`src/ladder_defs.svh`:
```
/*
  Constants of the ladder census / last-position command logic.
  Assumes inclusion by bare name from the design files.
*/
`ifndef LADDER_DEFS_SVH
`define LADDER_DEFS_SVH

// ****************************************
// Addresses and command codes
// ****************************************
`define LDR_BCAST_ADDR 7'h30
`define LDR_POS_REG_CMD 8'h01
`define LDR_ADDR_MSBS 2'h2
`define LDR_DIR_READ 1'h1

// ****************************************
// Stream values
// ****************************************
`define LDR_IDLE_BYTE 8'hFF
`define LDR_CHECK_BYTE 8'h00
`define LDR_CRC_POLY 8'h07
`define LDR_CRC_INIT 8'h00

// ****************************************
// Byte and bit positions within frames
// ****************************************
`define LDR_IDX_CMD 3'h1
`define LDR_IDX_DATA_HI 3'h3
`define LDR_IDX_PEC 3'h4
`define LDR_TX_HIGH 3'h1
`define LDR_TX_CHECK 3'h2
`define LDR_TX_PEC 3'h3
`define LDR_BIT_ACK 4'h8
`define LDR_BIT_LAST 4'h7

// ****************************************
// Reset value and sizes
// ****************************************
`define LDR_LAST_POS_RST 5'h00
`define LDR_FIFO_DEPTH 8
`define LDR_BYTE_W 8

`endif

```
`src/ladder_pkg.sv`:
```
/*
  Types shared by the ladder command logic.
  Assumes ladder_defs.svh is on the include path.
*/
`include "ladder_defs.svh"

package ladder_pkg;

  // ****************************************
  // Link phase
  // ****************************************
  typedef enum logic [4:0] {
    PH_IDLE = 5'b00001,
    PH_ADDR = 5'b00010,
    PH_WRITE = 5'b00100,
    PH_READ = 5'b01000,
    PH_SKIP = 5'b10000
  } phase_e;

  typedef logic [7:0] byte_t;

  // Bitwise CRC-8 step over one byte, MSB first
  function automatic byte_t crc8_step(input byte_t crc, input byte_t data);
    byte_t c;
    c = crc ^ data;
    for (int i = 0; i < 8; i++) begin
      c = c[7] ? ((c << 1) ^ `LDR_CRC_POLY) : (c << 1);
    end
    return c;
  endfunction

endpackage

```
`src/ladder_fifo.sv`:
```
/*
  Byte FIFO for bytes arriving from the device above in the ladder.
  Assumes a single clock; flush empties it in one cycle.
*/
`timescale 1ns/10ps
`default_nettype none
`include "ladder_defs.svh"

module ladder_fifo #(
  parameter int WIDTH = `LDR_BYTE_W,
  parameter int DEPTH = `LDR_FIFO_DEPTH
) (
  // Clock and reset
  input wire logic sys_clk_i,
  input wire logic rstn_i,
  input wire logic flush_i,
  // Fill side
  input wire logic in_valid_i,
  output logic in_ready_o,
  input wire logic [WIDTH-1:0] in_data_i,
  // Drain side
  output logic out_valid_o,
  input wire logic out_ready_i,
  output logic [WIDTH-1:0] out_data_o
);

  localparam int AW = $clog2(DEPTH);

  generate
    if (DEPTH < 2 || (DEPTH & (DEPTH - 1)) != 0 || WIDTH < 1) begin : g_bad
      $error("ladder_fifo: DEPTH must be a power of two >= 2");
    end
  endgenerate

  logic [WIDTH-1:0] mem [DEPTH];
  logic [AW:0] wr_ptr;
  logic [AW:0] rd_ptr;
  logic push;
  logic pop;

  assign in_ready_o = (wr_ptr ^ rd_ptr) != {1'b1, {AW{1'b0}}};
  assign out_valid_o = wr_ptr != rd_ptr;
  assign out_data_o = mem[rd_ptr[AW-1:0]];
  assign push = in_valid_i && in_ready_o;
  assign pop = out_valid_o && out_ready_i;

  // ****************************************
  // Storage, one flop row per entry
  // ****************************************
  genvar e;
  generate
    for (e = 0; e < DEPTH; e++) begin : g_entry
      always_ff @(posedge sys_clk_i) begin
        if (!rstn_i) begin
          mem[e] <= '0;
        end else if (push && wr_ptr[AW-1:0] == AW'(e)) begin
          mem[e] <= in_data_i;
        end
      end
    end
  endgenerate

  always_ff @(posedge sys_clk_i) begin
    if (!rstn_i || flush_i) begin
      wr_ptr <= '0;
      rd_ptr <= '0;
    end else begin
      wr_ptr <= wr_ptr + (AW+1)'(push);
      rd_ptr <= rd_ptr + (AW+1)'(pop);
    end
  end

endmodule

`default_nettype wire

```
`src/ladder_census_last_position.sv`:
```
/*
  Ladder port command logic: census read and set-last-position,
  with command relay up the ladder and byte forwarding down it.
  Assumes the downstream clock/data and upstream data pins are
  asynchronous to sys_clk_i and slow (8+ samples per link period);
  own_position_i comes from same-clock logic.
*/
// Functional notes
// - Relay every command byte up ladder.
// - Return own position byte, then last position byte.
// - Then forward bytes from device above.
// - Without data, forward idle 0xFF bytes.
// - Propagate stop up, ending transfer.
// - Buffer upstream bytes, hiding forwarding delay.
// - Position byte encoded, bits reversed.
// - Store last position, place checksum byte.
// - Set-last writes five-bit last-position field.
// - All data bytes go MSB first.
// - Store second data byte only, checked.
// - Address byte is 10 then position.
`timescale 1ns/10ps
`default_nettype none
`include "ladder_defs.svh"

module ladder_census_last_position
  import ladder_pkg::*;
#(
  parameter logic [6:0] BCAST_ADDR = `LDR_BCAST_ADDR,
  parameter int FIFO_DEPTH = `LDR_FIFO_DEPTH
) (
  // Clock and reset
  input wire logic sys_clk_i,
  input wire logic rstn_i,
  // Own position from assignment logic
  input wire logic [4:0] own_position_i,
  // Downstream link, toward the host
  input wire logic dn_scl_i,
  input wire logic dn_sda_i,
  output logic dn_sda_o,
  output logic dn_sda_oe_o,
  // Upstream link, toward the next device
  output logic up_scl_o,
  input wire logic up_sda_i,
  output logic up_sda_o,
  output logic up_sda_oe_o,
  // Status
  output logic [4:0] last_position_o,
  output logic census_active_o
);

  // ****************************************
  // Pin synchronisers and edge detection
  // ****************************************
  logic [1:0] scl_sync;
  logic [1:0] sda_sync;
  logic [1:0] up_sync;
  logic scl_d;
  logic sda_d;

  always_ff @(posedge sys_clk_i) begin
    if (!rstn_i) begin
      scl_sync <= 2'h3;
      sda_sync <= 2'h3;
      up_sync <= 2'h3;
      scl_d <= 1'b1;
      sda_d <= 1'b1;
    end else begin
      scl_sync <= {scl_sync[0], dn_scl_i};
      sda_sync <= {sda_sync[0], dn_sda_i};
      up_sync <= {up_sync[0], up_sda_i};
      scl_d <= scl_sync[1];
      sda_d <= sda_sync[1];
    end
  end

  logic scl_s;
  logic sda_s;
  logic scl_rise;
  logic scl_fall;
  logic start_det;
  logic stop_det;

  assign scl_s = scl_sync[1];
  assign sda_s = sda_sync[1];
  assign scl_rise = scl_s && !scl_d;
  assign scl_fall = !scl_s && scl_d;
  assign start_det = scl_s && scl_d && sda_d && !sda_s;
  assign stop_det = scl_s && scl_d && !sda_d && sda_s;

  // ****************************************
  // Bit and byte framing
  // ****************************************
  phase_e phase;
  logic [3:0] bit_cnt;
  logic [2:0] byte_idx;
  byte_t rx_shift;
  byte_t rx_byte;
  logic byte_end;
  logic census_armed;
  logic [4:0] last_pos;
  logic [4:0] last_pend;
  logic last_ok;
  byte_t rx_crc;

  assign rx_byte = {rx_shift[6:0], sda_s};
  assign byte_end = scl_rise && bit_cnt == `LDR_BIT_LAST;

  always_ff @(posedge sys_clk_i) begin
    if (!rstn_i || start_det || stop_det) begin
      bit_cnt <= 4'h0;
    end else if (scl_rise) begin
      bit_cnt <= (bit_cnt == `LDR_BIT_ACK) ? 4'h0 : bit_cnt + 4'h1;
    end
  end

  always_ff @(posedge sys_clk_i) begin
    if (!rstn_i) begin
      rx_shift <= 8'h00;
    end else if (scl_rise && bit_cnt < `LDR_BIT_ACK) begin
      rx_shift <= rx_byte;
    end
  end

  always_ff @(posedge sys_clk_i) begin
    if (!rstn_i || start_det) begin
      byte_idx <= 3'h0;
    end else if (byte_end && byte_idx != 3'h7) begin
      byte_idx <= byte_idx + 3'h1;
    end
  end

  // ****************************************
  // Phase control
  // ****************************************
  always_ff @(posedge sys_clk_i) begin
    if (!rstn_i) begin
      phase <= PH_IDLE;
    end else if (stop_det) begin
      // stop ends the transfer here too
      phase <= PH_IDLE;
    end else if (start_det) begin
      phase <= PH_ADDR;
    end else if (byte_end && phase == PH_ADDR) begin
      if (rx_byte[7:1] != BCAST_ADDR) begin
        phase <= PH_SKIP;
      end else if (rx_byte[0] != `LDR_DIR_READ) begin
        phase <= PH_WRITE;
      end else if (census_armed) begin
        phase <= PH_READ;
      end else begin
        phase <= PH_SKIP;
      end
    end else if (scl_rise && bit_cnt == `LDR_BIT_ACK && phase == PH_READ && sda_s) begin
      // Host not-acknowledge: stop reading, wait for stop
      phase <= PH_SKIP;
    end
  end

  // Census only answers a read that followed command 0x01
  always_ff @(posedge sys_clk_i) begin
    if (!rstn_i || stop_det) begin
      census_armed <= 1'b0;
    end else if (byte_end && phase == PH_WRITE && byte_idx == `LDR_IDX_CMD) begin
      census_armed <= rx_byte == `LDR_POS_REG_CMD;
    end
  end

  // ****************************************
  // Set-last-position write path
  // ****************************************
  always_ff @(posedge sys_clk_i) begin
    if (!rstn_i || start_det) begin
      rx_crc <= `LDR_CRC_INIT;
    end else if (byte_end && byte_idx < `LDR_IDX_PEC) begin
      rx_crc <= crc8_step(rx_crc, rx_byte);
    end
  end

  // keep second data byte, check PEC
  always_ff @(posedge sys_clk_i) begin
    if (!rstn_i || start_det) begin
      last_pend <= `LDR_LAST_POS_RST;
      last_ok <= 1'b0;
    end else if (byte_end && phase == PH_WRITE && census_armed) begin
      if (byte_idx == `LDR_IDX_DATA_HI) begin
        last_pend <= rx_byte[4:0];
      end
      if (byte_idx == `LDR_IDX_PEC) begin
        last_ok <= rx_byte == rx_crc;
      end else begin
        last_ok <= 1'b0;
      end
    end
  end

  always_ff @(posedge sys_clk_i) begin
    if (!rstn_i) begin
      last_pos <= `LDR_LAST_POS_RST;
    end else if (stop_det && phase == PH_WRITE && last_ok) begin
      last_pos <= last_pend;
    end
  end

  // ****************************************
  // Upstream capture into the FIFO
  // ****************************************
  byte_t up_shift;
  logic up_push;
  logic fifo_valid;
  logic fifo_pop;
  byte_t fifo_data;

  // bytes from above queue while own bytes go out
  always_ff @(posedge sys_clk_i) begin
    if (!rstn_i) begin
      up_shift <= 8'h00;
      up_push <= 1'b0;
    end else begin
      up_push <= 1'b0;
      if (phase == PH_READ && scl_rise && bit_cnt < `LDR_BIT_ACK) begin
        up_shift <= {up_shift[6:0], up_sync[1]};
        up_push <= bit_cnt == `LDR_BIT_LAST;
      end
    end
  end

  ladder_fifo #(
    .WIDTH(`LDR_BYTE_W),
    .DEPTH(FIFO_DEPTH)
  ) u_fifo (
    .sys_clk_i(sys_clk_i),
    .rstn_i(rstn_i),
    .flush_i(start_det),
    .in_valid_i(up_push),
    .in_ready_o(),
    .in_data_i(up_shift),
    .out_valid_o(fifo_valid),
    .out_ready_i(fifo_pop),
    .out_data_o(fifo_data)
  );

  // ****************************************
  // Downstream byte selection
  // ****************************************
  logic [2:0] tx_cnt;
  byte_t tx_shift;
  byte_t tx_crc;
  byte_t next_tx;
  logic tx_load;
  logic is_last;

  assign tx_load = phase == PH_READ && scl_fall && bit_cnt == 4'h0;
  assign is_last = own_position_i == last_pos;
  // A full FIFO drops the byte: the far end outruns a stalled drain
  assign fifo_pop = tx_load && tx_cnt > `LDR_TX_HIGH && !is_last;

  always_comb begin
    next_tx = `LDR_IDLE_BYTE;
    if (tx_cnt == 3'h0) begin
      next_tx = {`LDR_ADDR_MSBS, own_position_i[0], own_position_i[1],
                 own_position_i[2], own_position_i[3], own_position_i[4], 1'b0};
    end else if (tx_cnt == `LDR_TX_HIGH) begin
      next_tx = {3'h0, last_pos};
    end else if (is_last) begin
      if (tx_cnt == `LDR_TX_CHECK) begin
        next_tx = `LDR_CHECK_BYTE;
      end else if (tx_cnt == `LDR_TX_PEC) begin
        next_tx = tx_crc;
      end
    end else if (fifo_valid) begin
      next_tx = fifo_data;
    end
  end

  always_ff @(posedge sys_clk_i) begin
    if (!rstn_i || start_det) begin
      tx_cnt <= 3'h0;
      tx_crc <= `LDR_CRC_INIT;
    end else if (tx_load) begin
      tx_cnt <= (tx_cnt == 3'h7) ? tx_cnt : tx_cnt + 3'h1;
      tx_crc <= crc8_step(tx_crc, next_tx);
    end
  end

  // ****************************************
  // Downstream open-drain drive
  // ****************************************
  logic ack_slot;
  logic ack_me;

  assign ack_slot = scl_fall && bit_cnt == `LDR_BIT_ACK;
  assign ack_me = phase == PH_WRITE || (phase == PH_READ && byte_idx == 3'h1);

  // drive MSB first, release at ack
  always_ff @(posedge sys_clk_i) begin
    if (!rstn_i || stop_det || start_det) begin
      tx_shift <= `LDR_IDLE_BYTE;
      dn_sda_o <= 1'b1;
      dn_sda_oe_o <= 1'b0;
    end else if (tx_load) begin
      tx_shift <= {next_tx[6:0], 1'b1};
      dn_sda_o <= next_tx[7];
      dn_sda_oe_o <= !next_tx[7];
    end else if (phase == PH_READ && scl_fall && bit_cnt < `LDR_BIT_ACK) begin
      tx_shift <= {tx_shift[6:0], 1'b1};
      dn_sda_o <= tx_shift[7];
      dn_sda_oe_o <= !tx_shift[7];
    end else if (ack_slot && ack_me) begin
      dn_sda_o <= 1'b0;
      dn_sda_oe_o <= 1'b1;
    end else if (scl_fall) begin
      dn_sda_o <= 1'b1;
      dn_sda_oe_o <= 1'b0;
    end
  end

  // ****************************************
  // Upstream relay
  // ****************************************
  logic relay_en;

  // Read data bits come from above, so only the ack slot is relayed then
  assign relay_en = phase != PH_READ || bit_cnt == `LDR_BIT_ACK;

  always_ff @(posedge sys_clk_i) begin
    if (!rstn_i) begin
      up_scl_o <= 1'b1;
      up_sda_o <= 1'b1;
      up_sda_oe_o <= 1'b0;
    end else begin
      up_scl_o <= scl_s;
      up_sda_o <= relay_en ? sda_s : 1'b1;
      up_sda_oe_o <= relay_en && !sda_s;
    end
  end

  // ****************************************
  // Status
  // ****************************************
  always_ff @(posedge sys_clk_i) begin
    if (!rstn_i) begin
      last_position_o <= `LDR_LAST_POS_RST;
      census_active_o <= 1'b0;
    end else begin
      last_position_o <= last_pos;
      census_active_o <= phase == PH_READ;
    end
  end

endmodule

`default_nettype wire

```
`config.mk`:
```
export PLATFORM = sky130hd
export DESIGN_NAME = ladder_census_last_position
export DESIGN_NICKNAME = d
export VERILOG_FILES = /design/src/ladder_pkg.sv /design/src/ladder_fifo.sv /design/src/ladder_census_last_position.sv
export VERILOG_INCLUDE_DIRS = /design/src /design/src/src
export SDC_FILE = /design/constraint.sdc
export NUM_CORES = 1
export LEC_CHECK = 0
export ABC_AREA = 1
export BUFFER_PORTS_ARGS = -buffer_cell sky130_fd_sc_hd__buf_4
export CAP_MARGIN = 20
export CORE_ASPECT_RATIO = 1.75
export CORE_UTILIZATION = 63
export DETAILED_ROUTE_END_ITERATION = 16
export PLACE_DENSITY = 0.91
export RECOVER_POWER = 50
export SLEW_MARGIN = 40
export SYNTH_ARGS = -nofsm -noshare
export SYNTH_HDL_FRONTEND = slang
export SYNTH_HIERARCHICAL = 1
export SYNTH_SLANG_ARGS = --single-unit
```
`constraint.sdc`:
```
create_clock -name sys_clk_i -period 2.6 [get_ports sys_clk_i]
set_input_delay 0.13 -clock sys_clk_i [delete_from_list [all_inputs] [get_ports sys_clk_i]]
set_output_delay 0.13 -clock sys_clk_i [all_outputs]
set_load 0.02 [all_outputs]
```
==> summary.md <==
| Metric | Value |
|---|---|
| Pwr Total | `5510 uW` |
| Most frequent CP cell | `nand2_1` |
| Area leader, netlist | `edfxtp_1` |
| Area Overhead vs Synth | `10.7%` |
| Total grt overflow | `0` |
| CP Capture Type | `register` |
| Nets | `1041` |
| CTS tree | `built` |
| Fill cells | `830` |
| VDD IR max | `0.557 mV` |
| CP max stage delay | `between 0.3 and 0.4 ns` |
| Antenna-violating nets left | `0` |
| WHS Endpoint | `census_active_o$_SDFF_PN0_` |
| Hold WS | `0.100 ns` |
| Longest Clk Path Bufs | `2` |
| R2R Path End | `tx_crc[5]$_SDFFE_PP0P_` |
| Design Area, Final | `~8800 um^2` |
| Via Count | `7164` |
| Worst-path maximum fanout | `15` |
| Startpoint Class | `register` |
| FP Rows | `54` |
| PnR worst setup slack | `0.156 ns` |
| Layout cells sized above 1 | `0.131` |
| GP Congestion | `0.973` |
| FF-to-FF setup slack | `around 0.16 ns` |
| Total CTS buffers | `17` |
| Top-count cell post-synth | `nand2_1` |
| Syn_nets | `1003` |
| Initial antenna violation count | `0` |
| Final number of hold-violating endpoints | `0` |
| Largest cells by area after synthesis | `edfxtp_1 (24%), dfxtp_1 (23%), nand2_1 (8.0%), nor2_1 (7.9%), inv_1 (5.1%)` |
| Setup Buffers After CTS | `0` |
| Hold Crit Class | `in -> reg` |
| Synth Area per Inst | `8.17 um^2` |
| Slowest CP cell | `dfxtp_4` |
| Post-synth EDFFs | `between 60 and 70` |
| Hold_sp | `rstn_i` |
| DIE AREA | `around 13000 um^2` |
| Crit-path cells | `buf_4 > o21ai_0 > o22ai_1 > nand2_1 > nand2_1 > or2_2 > a21oi_1 > nand2_1 > nand3_2 > nand2_2 > nand2_1 > nand2_2 > nand2_1 > nand2_1 > nand2_1 > nand3_1 > nand2_1 > inv_1` |
| Initial core utilization | `0.643` |
| I/O Buffers | `20` |
| Seq cells post-synth | `156` |
| DP Area | `approximately 8300 um^2` |
| Post-Place Setup Slack | `0.181 ns` |
| Status | `completed` |
| Normalized max-slew margin | `0.493` |
| Top-area cell type share of the netlist area | `0.242` |
| Dpl hpwl | `between 10 and 15 mm` |
| Register area | `3770 um^2` |
| Unrepaired setup endpoints after global routing | `yes` |
| Clk_lat worst skew | `0.44 ns` |
| Vias in the first global route | `7136` |
| WS Path Type | `reg -> reg` |
| FMAX | `0.409 GHz` |
| Ratio of final minimum period to clock period | `0.940` |
| Warnings, synthesis | `6` |
| Gr usage total | `0.357` |
| CP Data Required Time | `2.93 ns` |
| Root Buffer | `clkbuf_16` |
| Die height | `151 um` |
| Top FF cell, synth | `dfxtp_1` |
| Worst-path clk slew | `0.06 ns` |
| Syn Std Cell Area | `around 8000 um^2` |
| Clock skew | `0.0112 ns` |
| First-pass GRT wire length | `between 30 and 40 mm` |
| Pwr dens | `625 nW/um^2` |
| Worst reg-to-reg path cell count | `18` |
| # H-tree levels | `4` |
| WL final | `21.6 mm` |
| Crit path DAT | `about 2.8 ns` |
| Final cell count without fillers | `~1200` |
| Via density | `between 6 and 7` |
| Worst slew pin tran | `0.758 ns` |
| Drt pass-1 iters | `6` |
| Die W | `86.9 um` |
| Cell total after placement | `1157` |
| Area of the multi-input gates | `3430 um^2` |
| Max-Cap Viols | `0` |
| Initial DRC count | `between 600 and 700` |
| Critical R2R Launch | `u_fifo/rd_ptr[0]$_SDFF_PP0_` |
| Crit path time final | `2.44 ns` |
| Post-synthesis cell count | `973` |
| Final Max Slew Viols | `0` |
| Average wire per standard cell | `approximately 18 um` |
| Distinct cell type count after synthesis | `48` |
| Post-synth top cells | `nand2_1 (170), nor2_1 (167), inv_1 (109)` |
| Ant diodes | `0` |
| Post-synth ARST share | `0` |
| Largest net degree at the start of global routing | `45` |
| Core ar. | `roughly 12000 um^2` |
| Total leakage power | `about 0.0036 uW` |
| I/O pin cnt | `21` |
| DR DRC count | `0` |
| Cells on Worst Hold Path | `3` |
| Final setup vio count | `0` |
| Clock sink count | `around 160` |
| Sequential-to-total area share from yosys stat | `0.473` |
how the worst max path moves through the flow:
stage / end / slack (ns) / cells past startpoint / start
floorplan: u_fifo/rd_ptr[2]$_SDFF_PP0_ / 0.19 / 14 / scl_d$_SDFF_PN1_
global placement: tx_crc[5]$_SDFFE_PP0P_ / 0.24 / 19 / u_fifo/rd_ptr[0]$_SDFF_PP0_
detailed placement: tx_crc[3]$_SDFFE_PP0P_ / 0.18 / 20 / u_fifo/rd_ptr[0]$_SDFF_PP0_
CTS: tx_crc[6]$_SDFFE_PP0P_ / 0.09 / 19 / u_fifo/rd_ptr[1]$_SDFF_PP0_
global route: tx_crc[5]$_SDFFE_PP0P_ / -0.02 / 18 / u_fifo/rd_ptr[0]$_SDFF_PP0_
finish: tx_crc[5]$_SDFFE_PP0P_ / 0.16 / 18 / u_fifo/rd_ptr[0]$_SDFF_PP0_
layer usage:
| layer | wire length, um | global-route usage |
|---|---|---|
| met5 | 0 | 0 |
| met1 | 6980 | 0.342 |
| met4 | 1950 | 0.303 |
| met2 | 11300 | 0.641 |
| met3 | 1340 | 0.0691 |
through the flow:
stage,setup TNS (ns),util
after floorplan,0,-
after global placement,0,0.674
after detailed placement,0,0.674
after CTS,0,0.727
after global routing,-0.0172,0.712
final,0,0.712
worst max-delay path, delay by kind of cell, from the launching register on:
family / cells / cell delay [ns]
AO/OA/AOI/OAI: 3 / 0.47
buffers and inverters: 2 / 0.22
flip-flops: 1 / 0.36
AND/OR/NAND/NOR: 13 / 1.29
power breakdown:
group / switching [uW] / internal [uW]
clock network: 1080 / 1590
registers: 26.0 / 2590
logic: 154 / 69.9
final cells by class:
cell class	instances	share of cell area
inverter	121	0.0521
clock buffer	19	0.0514
clock inverter	13	0.0202
timing repair buffer	46	0.0341
tap	168	0.0239
sequential	156	0.428
multi-input combinational	669	0.390
kinds of logic (layout without fill, tap and decap cells):
kind of cell | Yosys count | after routing | synth area share
AOI/OAI and AO/OA | 163 | 163 | 0.113
DFF | 156 | 156 | 0.473
adders and majority gates | 20 | 20 | 0.0315
xor gates and xnor gates | 25 | 25 | 0.0285
and+or+nand+nor | 461 | 461 | 0.276
buffers and inverters | 148 | 199 | 0.0774
timing repair:
item                                    in CTS  in global routing
gates resized for setup                      0                 13
endpoints found under the setup margin       0                  9
hold buffers                                 3                  0
hold endpoints to repair                     3                  0
layout by cell type (no fill, tap or decap), drive strengths merged:
master	synthesis	layout
nor3	14	14
a211oi	5	5
nor4	3	3
buf	17	26
dlygate4sd3	0	3
a31oi	1	1
edfxtp	64	64
o21a	1	1
and2	1	1
o221ai	1	1
xor2	9	9
ha	20	20
o211ai	8	8
o21bai	1	1
bufinv	0	3
inv	120	125
nand4	16	16
nand3	46	46
xnor2	16	16
or2	12	12
and3	1	1
a21boi	1	1
clkinv	1	5
a221oi	1	1
nand2	193	193
dfxtp	92	92
o21ai	86	86
clkinvlp	0	1
nor2	175	175
a21oi	41	41
o22ai	16	16
clkbuf	10	36
a41oi	1	1
state kept, by name, indices dropped and copies added (netlist names), 2 cells and up:
name,flops
u_fifo/mem,64
rx_crc,8
tx_crc,8
up_shift,8
rx_shift,7
tx_shift,7
last_pend,5
last_pos,5
last_position_o,5
phase,5
bit_cnt,4
u_fifo/rd_ptr,4
u_fifo/wr_ptr,4
byte_idx,3
tx_cnt,3
scl_sync,2
sda_sync,2
up_sync,2
Power figures use the tool's default switching activity.
